==> src/hdl/switch_lookup_cfg.svh <==
// Offsets, field positions, reset values and fixed counts of the lookup config bank
// Assumes inclusion by bare name from the design files
`ifndef SWITCH_LOOKUP_CFG_SVH
`define SWITCH_LOOKUP_CFG_SVH

// Register indexes; byte address is four times the index
`define SLC_IDX_SHAPER 12'h30E
`define SLC_IDX_LOOKUP0 12'h310
`define SLC_ADDR_W 14

// Shaper strategy fields
`define SLC_SHAPE_ACCT_BIT 1
`define SLC_POLICE_ACCT_BIT 0
`define SLC_SHAPER_RST 2'h3

// Lookup control zero fields and reset value
`define SLC_VLAN_EN_BIT 7
`define SLC_DROP_VID_BIT 6
`define SLC_AGE_MSB 5
`define SLC_AGE_LSB 3
`define SLC_RSVD_MC_BIT 2
`define SLC_HASH_MSB 1
`define SLC_HASH_LSB 0
`define SLC_LOOKUP0_RST 8'h61

// Interpacket gap plus preamble, in bytes
`define SLC_IPG_BYTES 12
`define SLC_PREAMBLE_BYTES 8

// Hash constants
`define SLC_INDEX_W 10
`define SLC_CRC_POLY 10'h233
`define SLC_CRC_INIT 10'h3FF

`endif

==> src/hdl/switch_lookup_pkg.sv <==
// Types shared by the lookup config bank and its helpers
// Assumes switch_lookup_cfg.svh is on the include path
`include "switch_lookup_cfg.svh"

package switch_lookup_pkg;

  typedef enum logic [1:0] {
    HASH_DIRECT = 2'b00,
    HASH_CRC = 2'b01,
    HASH_XOR = 2'b10,
    HASH_DIRECT_ALT = 2'b11
  } hash_sel_e;

  typedef logic [47:0] mac_addr_t;
  typedef logic [`SLC_INDEX_W-1:0] table_index_t;

  typedef struct packed {
    logic vlanEnable;
    logic dropInvalidVid;
    logic [2:0] ageCount;
    logic rsvdMcastEnable;
    hash_sel_e hashSelect;
  } lookup_ctrl_s;

endpackage

==> src/hdl/lookup_index_if.sv <==
// Request and answer of the dynamic table index computation
// Assumes one clock shared by both ends
interface lookup_index_if;
  import switch_lookup_pkg::*;

  logic lookupValid;
  mac_addr_t destAddr;
  hash_sel_e hashSelect;
  logic indexValid;
  table_index_t tableIndex;

  modport requester (output lookupValid, output destAddr, output hashSelect,
                     input indexValid, input tableIndex);
  modport hasher (input lookupValid, input destAddr, input hashSelect,
                  output indexValid, output tableIndex);
endinterface

==> src/hdl/credit_charge.sv <==
// Byte count charged against a credit bucket for one frame
// Assumes frame length and strobe come from logic on clk_sys
module credit_charge
  import switch_lookup_pkg::*;
#(
  parameter int LEN_W = 16,
  parameter int OVERHEAD = `SLC_IPG_BYTES + `SLC_PREAMBLE_BYTES
) (
  input wire logic clk_sys,
  input wire logic rst_n,
  input wire logic withOverhead,
  input wire logic frameValid,
  input wire logic [LEN_W-1:0] frameLen,
  output logic chargeValid,
  output logic [LEN_W:0] chargeBytes
);

  if (LEN_W < 6 || OVERHEAD < 0 || OVERHEAD >= (1 << LEN_W)) begin : gBadParams
    $error("credit_charge: unsupported LEN_W or OVERHEAD");
  end

  localparam logic [LEN_W:0] EXTRA = (LEN_W+1)'(OVERHEAD);

  typedef struct packed {
    logic chargeValid;
    logic [LEN_W:0] chargeBytes;
  } charge_state_s;

  charge_state_s state;
  charge_state_s next_state;

  always_comb begin
    next_state = state;
    next_state.chargeValid = frameValid;
    if (frameValid) begin
      next_state.chargeBytes = {1'b0, frameLen} + (withOverhead ? EXTRA : '0);
    end
  end

  always_ff @(posedge clk_sys or negedge rst_n) begin
    if (!rst_n) begin
      state <= '0;
    end else begin
      state <= next_state;
    end
  end

  assign chargeValid = state.chargeValid;
  assign chargeBytes = state.chargeBytes;

endmodule

==> src/hdl/dynamic_index_hash.sv <==
// Maps a destination address to a dynamic address table index
// Assumes requests arrive on clk_sys through lookup_index_if
module dynamic_index_hash
  import switch_lookup_pkg::*;
#(
  parameter logic [`SLC_INDEX_W-1:0] CRC_POLY = `SLC_CRC_POLY,
  parameter logic [`SLC_INDEX_W-1:0] CRC_INIT = `SLC_CRC_INIT
) (
  input wire logic clk_sys,
  input wire logic rst_n,
  lookup_index_if.hasher lk
);

  if (CRC_POLY[0] != 1'b1) begin : gBadPoly
    $error("dynamic_index_hash: CRC_POLY needs its constant term");
  end

  function automatic table_index_t crcHash(input mac_addr_t addr);
    table_index_t crc;
    logic fb;
    crc = CRC_INIT;
    for (int i = 47; i >= 0; i--) begin
      fb = crc[`SLC_INDEX_W-1] ^ addr[i];
      crc = {crc[`SLC_INDEX_W-2:0], 1'b0};
      if (fb) begin
        crc = crc ^ CRC_POLY;
      end
    end
    return crc;
  endfunction

  function automatic table_index_t xorHash(input mac_addr_t addr);
    logic [49:0] padded;
    table_index_t acc;
    padded = {2'b00, addr};
    acc = '0;
    for (int i = 0; i < 5; i++) begin
      acc = acc ^ padded[i*`SLC_INDEX_W +: `SLC_INDEX_W];
    end
    return acc;
  endfunction

  typedef struct packed {
    logic indexValid;
    table_index_t tableIndex;
  } hash_state_s;

  hash_state_s state;
  hash_state_s next_state;

  always_comb begin
    next_state = state;
    next_state.indexValid = lk.lookupValid;
    if (lk.lookupValid) begin
      case (lk.hashSelect)
        HASH_CRC: next_state.tableIndex = crcHash(lk.destAddr); // RQ11
        HASH_XOR: next_state.tableIndex = xorHash(lk.destAddr); // RQ12
        default: next_state.tableIndex = lk.destAddr[`SLC_INDEX_W-1:0]; // RQ10
      endcase
    end
  end

  always_ff @(posedge clk_sys or negedge rst_n) begin
    if (!rst_n) begin
      state <= '0;
    end else begin
      state <= next_state;
    end
  end

  assign lk.indexValid = state.indexValid;
  assign lk.tableIndex = state.tableIndex;

endmodule

==> src/hdl/switch_lookup_shaper_config.sv <==
// Shaper strategy and lookup control zero registers with the logic they steer
// Assumes an APB master on clk_sys and frame, VLAN and table strobes from clk_sys logic
// Function
// RQ1: Shaper charges overhead when its bit set
// RQ2: Policer charges overhead when its bit set
// RQ3: VLAN master enable, reset off
// RQ4: Software programs VLAN table before enabling
// RQ5: Invalid VID dropped or sent to host
// RQ6: Unknown-VID forwarding overrides the drop bit
// RQ7: Age count loaded on dynamic entry update
// RQ8: Aging time from age count and period
// RQ9: Reserved multicast table enable, reset off
// RQ10: Hash select 00/11 uses low ten bits
// RQ11: Hash select 01 uses CRC hash
// RQ12: Hash select 10 uses XOR hash
// RQ13: Shaper register reserved bits read zero
module switch_lookup_shaper_config
  import switch_lookup_pkg::*;
#(
  parameter int LEN_W = 16,
  parameter int PERIOD_W = 8
) (
  input wire logic clk_sys,
  input wire logic rst_n,
  input wire logic psel,
  input wire logic penable,
  input wire logic pwrite,
  input wire logic [`SLC_ADDR_W-1:0] paddr,
  input wire logic [31:0] pwdata,
  input wire logic [3:0] pstrb,
  output logic [31:0] prdata,
  output logic pready,
  output logic pslverr,
  input wire logic shapeFrameValid,
  input wire logic [LEN_W-1:0] shapeFrameLen,
  output logic shapeChargeValid,
  output logic [LEN_W:0] shapeCharge,
  input wire logic policeFrameValid,
  input wire logic [LEN_W-1:0] policeFrameLen,
  output logic policeChargeValid,
  output logic [LEN_W:0] policeCharge,
  input wire logic vidCheckValid,
  input wire logic vidInvalid,
  input wire logic unknownVidFwdEnable,
  output logic vlanEnable,
  output logic vidDecisionValid,
  output logic vidDrop,
  output logic vidToHost,
  output logic vidUnknownFwd,
  input wire logic dynEntryUpdate,
  input wire logic [PERIOD_W-1:0] agePeriod,
  output logic ageLoadValid,
  output logic [2:0] ageLoadValue,
  output logic [PERIOD_W+2:0] agingTime,
  output logic rsvdMcastEnable,
  input wire logic lookupValid,
  input wire mac_addr_t destAddr,
  output logic indexValid,
  output table_index_t tableIndex
);

  // Refuse widths the charge and aging arithmetic cannot hold
  if (LEN_W < 6 || LEN_W > 31 || PERIOD_W < 1 || PERIOD_W > 24) begin : gBadParams
    $error("switch_lookup_shaper_config: unsupported LEN_W or PERIOD_W");
  end

  localparam logic [`SLC_ADDR_W-1:0] ADDR_SHAPER = {`SLC_IDX_SHAPER, 2'b00};
  localparam logic [`SLC_ADDR_W-1:0] ADDR_LOOKUP0 = {`SLC_IDX_LOOKUP0, 2'b00};

  typedef enum logic [1:0] {
    SEL_NONE = 2'b00,
    SEL_SHAPER = 2'b01,
    SEL_LOOKUP0 = 2'b10
  } reg_sel_e;

  function automatic reg_sel_e decodeAddr(input logic [`SLC_ADDR_W-1:0] addr);
    if (addr == ADDR_SHAPER) begin
      return SEL_SHAPER;
    end else if (addr == ADDR_LOOKUP0) begin
      return SEL_LOOKUP0;
    end
    return SEL_NONE;
  endfunction

  typedef struct packed {
    logic shapeAcct;
    logic policeAcct;
    lookup_ctrl_s ctrl;
    logic [31:0] readData;
    logic decValid;
    logic drop;
    logic toHost;
    logic unknownFwd;
    logic ageValid;
    logic [2:0] ageValue;
    logic [PERIOD_W+2:0] agingTime;
  } cfg_state_s;

  localparam lookup_ctrl_s CTRL_RST = lookup_ctrl_s'(`SLC_LOOKUP0_RST);
  localparam logic [1:0] SHAPER_RST = `SLC_SHAPER_RST;

  cfg_state_s state;
  cfg_state_s next_state;
  reg_sel_e sel;
  logic setupPhase;
  logic writeAccess;

  assign sel = decodeAddr(paddr);
  assign setupPhase = psel && !penable;
  assign writeAccess = psel && penable && pwrite;

  always_comb begin
    next_state = state;
    // Read data prepared at setup so it is steady in the access phase
    if (setupPhase) begin
      next_state.readData = '0;
      case (sel)
        SEL_SHAPER: begin
          next_state.readData[`SLC_SHAPE_ACCT_BIT] = state.shapeAcct;
          next_state.readData[`SLC_POLICE_ACCT_BIT] = state.policeAcct; // RQ13
        end
        SEL_LOOKUP0: next_state.readData[7:0] = state.ctrl;
        default: next_state.readData = '0;
      endcase
    end
    // Only the defined bits store; the rest of the word is dropped
    if (writeAccess && pstrb[0]) begin
      case (sel)
        SEL_SHAPER: begin
          next_state.shapeAcct = pwdata[`SLC_SHAPE_ACCT_BIT];
          next_state.policeAcct = pwdata[`SLC_POLICE_ACCT_BIT]; // RQ13
        end
        SEL_LOOKUP0: begin
          next_state.ctrl.vlanEnable = pwdata[`SLC_VLAN_EN_BIT]; // RQ3
          next_state.ctrl.dropInvalidVid = pwdata[`SLC_DROP_VID_BIT];
          next_state.ctrl.ageCount = pwdata[`SLC_AGE_MSB:`SLC_AGE_LSB];
          next_state.ctrl.rsvdMcastEnable = pwdata[`SLC_RSVD_MC_BIT]; // RQ9
          next_state.ctrl.hashSelect = hash_sel_e'(pwdata[`SLC_HASH_MSB:`SLC_HASH_LSB]);
        end
        default: next_state.ctrl = state.ctrl;
      endcase
    end

    // Invalid VID handling; filtering is idle while VLAN mode is off
    next_state.decValid = vidCheckValid;
    next_state.drop = 1'b0;
    next_state.toHost = 1'b0;
    next_state.unknownFwd = 1'b0;
    if (vidCheckValid && vidInvalid && state.ctrl.vlanEnable) begin // RQ3
      if (unknownVidFwdEnable) begin
        next_state.unknownFwd = 1'b1; // RQ6
      end else if (state.ctrl.dropInvalidVid) begin
        next_state.drop = 1'b1; // RQ5
      end else begin
        next_state.toHost = 1'b1; // RQ5
      end
    end

    // Age counter value handed to the table engine on each update
    next_state.ageValid = dynEntryUpdate;
    if (dynEntryUpdate) begin
      next_state.ageValue = state.ctrl.ageCount; // RQ7
    end
    next_state.agingTime = {{PERIOD_W{1'b0}}, state.ctrl.ageCount} * {3'b000, agePeriod}; // RQ8
  end

  always_ff @(posedge clk_sys or negedge rst_n) begin
    if (!rst_n) begin
      state <= '0;
      state.shapeAcct <= SHAPER_RST[`SLC_SHAPE_ACCT_BIT];
      state.policeAcct <= SHAPER_RST[`SLC_POLICE_ACCT_BIT];
      state.ctrl <= CTRL_RST;
    end else begin
      state <= next_state;
    end
  end

  // Zero-wait slave; unmapped addresses answer with an error
  assign pready = 1'b1;
  assign pslverr = psel && penable && (sel == SEL_NONE);
  assign prdata = state.readData;

  assign vlanEnable = state.ctrl.vlanEnable; // RQ3
  assign rsvdMcastEnable = state.ctrl.rsvdMcastEnable; // RQ9
  assign vidDecisionValid = state.decValid;
  assign vidDrop = state.drop;
  assign vidToHost = state.toHost;
  assign vidUnknownFwd = state.unknownFwd;
  assign ageLoadValid = state.ageValid;
  assign ageLoadValue = state.ageValue;
  assign agingTime = state.agingTime;

  credit_charge #(
    .LEN_W(LEN_W),
    .OVERHEAD(`SLC_IPG_BYTES + `SLC_PREAMBLE_BYTES)
  ) shaperCharge (
    .clk_sys(clk_sys),
    .rst_n(rst_n),
    .withOverhead(state.shapeAcct), // RQ1
    .frameValid(shapeFrameValid),
    .frameLen(shapeFrameLen),
    .chargeValid(shapeChargeValid),
    .chargeBytes(shapeCharge)
  );

  credit_charge #(
    .LEN_W(LEN_W),
    .OVERHEAD(`SLC_IPG_BYTES + `SLC_PREAMBLE_BYTES)
  ) policerCharge (
    .clk_sys(clk_sys),
    .rst_n(rst_n),
    .withOverhead(state.policeAcct), // RQ2
    .frameValid(policeFrameValid),
    .frameLen(policeFrameLen),
    .chargeValid(policeChargeValid),
    .chargeBytes(policeCharge)
  );

  lookup_index_if lk ();

  assign lk.lookupValid = lookupValid;
  assign lk.destAddr = destAddr;
  assign lk.hashSelect = state.ctrl.hashSelect; // RQ10

  dynamic_index_hash #(
    .CRC_POLY(`SLC_CRC_POLY),
    .CRC_INIT(`SLC_CRC_INIT)
  ) indexHash (
    .clk_sys(clk_sys),
    .rst_n(rst_n),
    .lk(lk)
  );

  assign indexValid = lk.indexValid;
  assign tableIndex = lk.tableIndex;

endmodule

==> config.mk <==
export PLATFORM = sky130hd
export DESIGN_NAME = switch_lookup_shaper_config
export DESIGN_NICKNAME = d
export VERILOG_FILES = /design/src/hdl/switch_lookup_pkg.sv /design/src/hdl/lookup_index_if.sv /design/src/hdl/credit_charge.sv /design/src/hdl/dynamic_index_hash.sv /design/src/hdl/switch_lookup_shaper_config.sv
export VERILOG_INCLUDE_DIRS = /design/src /design/src/hdl
export SDC_FILE = /design/constraint.sdc
export NUM_CORES = 1
export LEC_CHECK = 0
export ABC_AREA = 0
export BUFFER_PORTS_ARGS = -buffer_cell sky130_fd_sc_hd__buf_2
export CORE_MARGIN = 4
export CORE_UTILIZATION = 41
export CTS_BUF_LIST = sky130_fd_sc_hd__clkbuf_8
export CTS_CLUSTER_DIAMETER = 30
export DETAILED_ROUTE_END_ITERATION = 8
export MAX_ROUTING_LAYER = met4
export PLACE_DENSITY = 0.83
export SETUP_SLACK_MARGIN = 0.5
export SYNTH_ARGS = -nofsm -noshare
export SYNTH_HDL_FRONTEND = slang
export SYNTH_HIERARCHICAL = 1
export SYNTH_SLANG_ARGS = --single-unit
==> constraint.sdc <==
create_clock -name clk_sys -period 3 [get_ports clk_sys]
set_input_delay 0.15 -clock clk_sys [delete_from_list [all_inputs] [get_ports clk_sys]]
set_output_delay 0.15 -clock clk_sys [all_outputs]
set_load 0.01 [all_outputs]
==> impl_metrics.toml <==
[status]
status = "complete, no violations"

[worst_hold_path]
hold_start = "pwdata[2]"
min_path_cells = 2
holdPathEnd = "rsvdMcastEnable"
hp-class = "input port to flip-flop"

[synthesis]
syn_inst = 582
synth_top_area_cell = "dfrtp_1"
synth_top_area_share_pct = 31.60
yosysUniqueCellTypes = 57
synth_top_flop_cell = "dfrtp_1"
synth_area_per_cell_sq_um = 10.75
yosys.area_share.simple_pct = 11.58
synth_xor_area_share_pct = 28.36
synth_most_common_cell = "xnor2_1"
synth_compound_area_share_pct = 7.900
synth_mux_area_share_pct = 4.320
synthTopCellsByArea = "dfrtp_1 (32%), xnor2_1 (13%), xnor3_1 (6.5%)"
syn-cell-area_sq_mm = 0.006256
synth_edf_count = 0
synthAdderAreaFrac_pct = 5.840
async_reset_ff_share_pct = 100.0
ys_ff_latch = 84
yosysSeqAreaShare_pct = 33.70
yosysWarnings = 6
synth_top_family_by_area = "XOR/XNOR gates"
netlist_top_cells_count = "xnor2_1 (96), dfrtp_1 (79), buf_4 (48), nor2_1 (34), nand2_1 (30)"

[cts]
clkSinkCount = 84
numCtsBuffers = 9
clk_pin_slew_ns = 0.09
cts_tree = "done"
htree_levels = 3
clk_path_buf_depth = 2
cts_root_buf = "clkbuf_8"
clk_latency_ns = 0.36

[global_routing]
antenna_found_initial = 0
grt_pass1_wl_microns = 24900
busiest_layer = "met2"
grt_util_met3_pct = 5.161
grt.total_usage_pct = 18.40
grt_pass1_vias = 4845
grt-ovfl-total = 0
grtUsageMet1_pct = 21.44
grt_max_degree = 43
met2_usage_pct = 31.06

[timing]
hold_violations = 0
rsz0062_at_grt = "yes"
finClkSkew_ns = 0.01043
tightest_slew_ns = 0.6702
fin_setup_tns_ns = 0
max_freq_mhz = 372.3
slew_headroom_pct = 55.11
fin_crit_sh_pct = 89.54
period_needed_ns = 2.686
maxSlewViolCount = 0
finalSetupViolCount = 0

[drt]
vias = 4887
drc_errors = 0
drt_iter0_markers = 241
ant_nets = 0
via_per_inst = 5.023
wl_per_cell_microns = 16.43
drt_first_pass_iters = 4
wl_microns = 15980

[critical_path]
cp_max_fo = 6
r2r_start = "state[56]"
r2r_cells = 9
worstSetupStartpointType = "flip-flop"
crit_start = "state[56]"
worstPathArrival_ns = 2.95
required_ns = 3.26
cp-end-kind = "flip-flop"
worstSetupPathType = "flip-flop to flip-flop"
r2r-end = "agingTime[9]"
r2r_setup_slack_ns = 0.31

[floorplan]
core_sq_mm = 0.01475
die_x_microns = 131.5
row_count = 44
start_util_pct = 42.40
ioPinCount = 252
die_h_microns = 131.5
die-area_sq_mm = 0.01730

[final_layout]
final_area_sq_mm = 0.007770
nNetsFinal = 959
drive_gt1_share_pct = 38.91
areaGrowthSynthToFinish_pct = 24.20
antenna_cells = 0

[pwr]
p_leak_nw = 3.788
p_total_w = 0.004614
peakVddDrop_mv = 0.6282
power.density_mw_per_mm2 = 593.9

[placement]
place_congestion = 0.8982
dp_hpwl_microns = 12490
postPlaceCellArea_sq_mm = 0.007214
numPortBuffers = 199

[flow_run]
cap_viol_max_count = 0
==> registers in the layout (all words and copies together), names as in the netlist <==
signal and count:
ageLoadValid 1, ageLoadValue 3, agingTime 11, indexHash/lk.indexValid 1, indexHash/lk.tableIndex 10, lk.hashSelect 2, policerCharge/chargeBytes 17, policerCharge/chargeValid 1
prdata 8, rsvdMcastEnable 1, shaperCharge/chargeBytes 17, shaperCharge/chargeValid 1, state 6, vidDecisionValid 1, vidDrop 1, vidToHost 1
vidUnknownFwd 1, vlanEnable 1
==> report_power, final <==
part	total, W	switching [W]	internal (W)
combinational	0.00255	0.00119	0.00136
sequential	0.00122	0.0000280	0.00119
clock	0.000854	0.000456	0.000398
total	0.00461	0.00167	0.00294
==> area by class of cell <==
| type | count | area [sq um] |
|---|---|---|
| clock inverter | 7 | 82.58 |
| clock buffer | 9 | 123.9 |
| tap | 184 | 230.2 |
| inverter | 24 | 90.09 |
| sequential | 84 | 2111 |
| multi-input combinational | 433 | 3850 |
| fill | 1328 | 6984 |
| timing repair buffer | 232 | 1282 |
==> logic make-up (layout without fill, tap and decap cells) <==
family / count (synthesis) / in the layout
xor gates and xnor gates: 155 / 155
and+or+nand+nor: 126 / 126
buffers and inverters: 88 / 272
DFF: 84 / 84
AOI/OAI and AO/OA: 78 / 78
adders and majority gates: 25 / 25
muxes: 24 / 24
other: 2 / 25
==> layout by cell type (no fill, tap or decap), drive strengths merged, types with 3 or more instances in the layout <==
| cell type | instances |
|---|---|
| mux2 | 24 |
| ha | 18 |
| xnor3 | 20 |
| dfrtp | 79 |
| xor3 | 6 |
| nand2 | 30 |
| inv | 27 |
| and2 | 11 |
| buf | 217 |
| a221oi | 4 |
| nor3 | 8 |
| o22ai | 4 |
| nor3b | 5 |
| a31oi | 3 |
| clkbuf | 10 |
| dfstp | 5 |
| nor4 | 5 |
| o31ai | 3 |
| nor2b | 5 |
| a21oi | 27 |
| nand3 | 7 |
| nor4b | 4 |
| fa | 7 |
| o21ai | 16 |
| nand4 | 5 |
| a22o | 6 |
| xnor2 | 100 |
| conb | 25 |
| dlygate4sd3 | 14 |
| xor2 | 29 |
| nand2b | 3 |
| nor2 | 36 |
| a22oi | 5 |
==> routing by layer <==
layer / part of all wire, % / routed length (microns)
met4: 2.0 / 317
met1: 41 / 6546
met3: 7.1 / 1135
met5: 0 / 0
met2: 50 / 7985
==> what timing repair did <==
item                       in CTS  in global routing
hold endpoints to repair       51                  0
hold buffers                   14                  0
setup endpoints to repair       4                  6
buffers inserted                7                  5
gates cloned                    0                  0
resized for setup               7                 17
pin swaps                       4                  9
==> critical path, stage by stage (launching register included) <==
cell      delay [ns]
dfstp_2         0.63
nand2_2         0.08
fa_1            0.54
inv_2           0.07
ha_4            0.22
a21oi_4         0.16
o211ai_1        0.14
or4_1           0.48
o311a_1         0.13
xor2_1          0.14
==> worst max path at each step <==
| stage | endpoint |
|---|---|
| after detailed placement | indexHash/lk.tableIndex[9] |
| after global routing | agingTime[9] |
| after floorplan | agingTime[9] |
| final | agingTime[9] |
| after CTS | agingTime[9] |
| after global placement | indexHash/lk.tableIndex[4] |
==> metrics by stage <==
step | worst slack [ns] | hold slack [ns] | utilization [%] | std cells
4_1_cts | 0.3865 | 0.001394 | 51.84 | 968
3_5_place_dp | 0.1636 | 0.1817 | 48.90 | 931
2_1_floorplan | 0.3955 | -0.1456 | - | 605
5_1_grt | 0.2458 | 0.004464 | 52.66 | 973
3_3_place_gp | 0.1929 | 0.1723 | 48.90 | 931
6_report | 0.3137 | 0.02652 | 52.66 | 973
No activity file was read; power rests on OpenSTA's default activity.
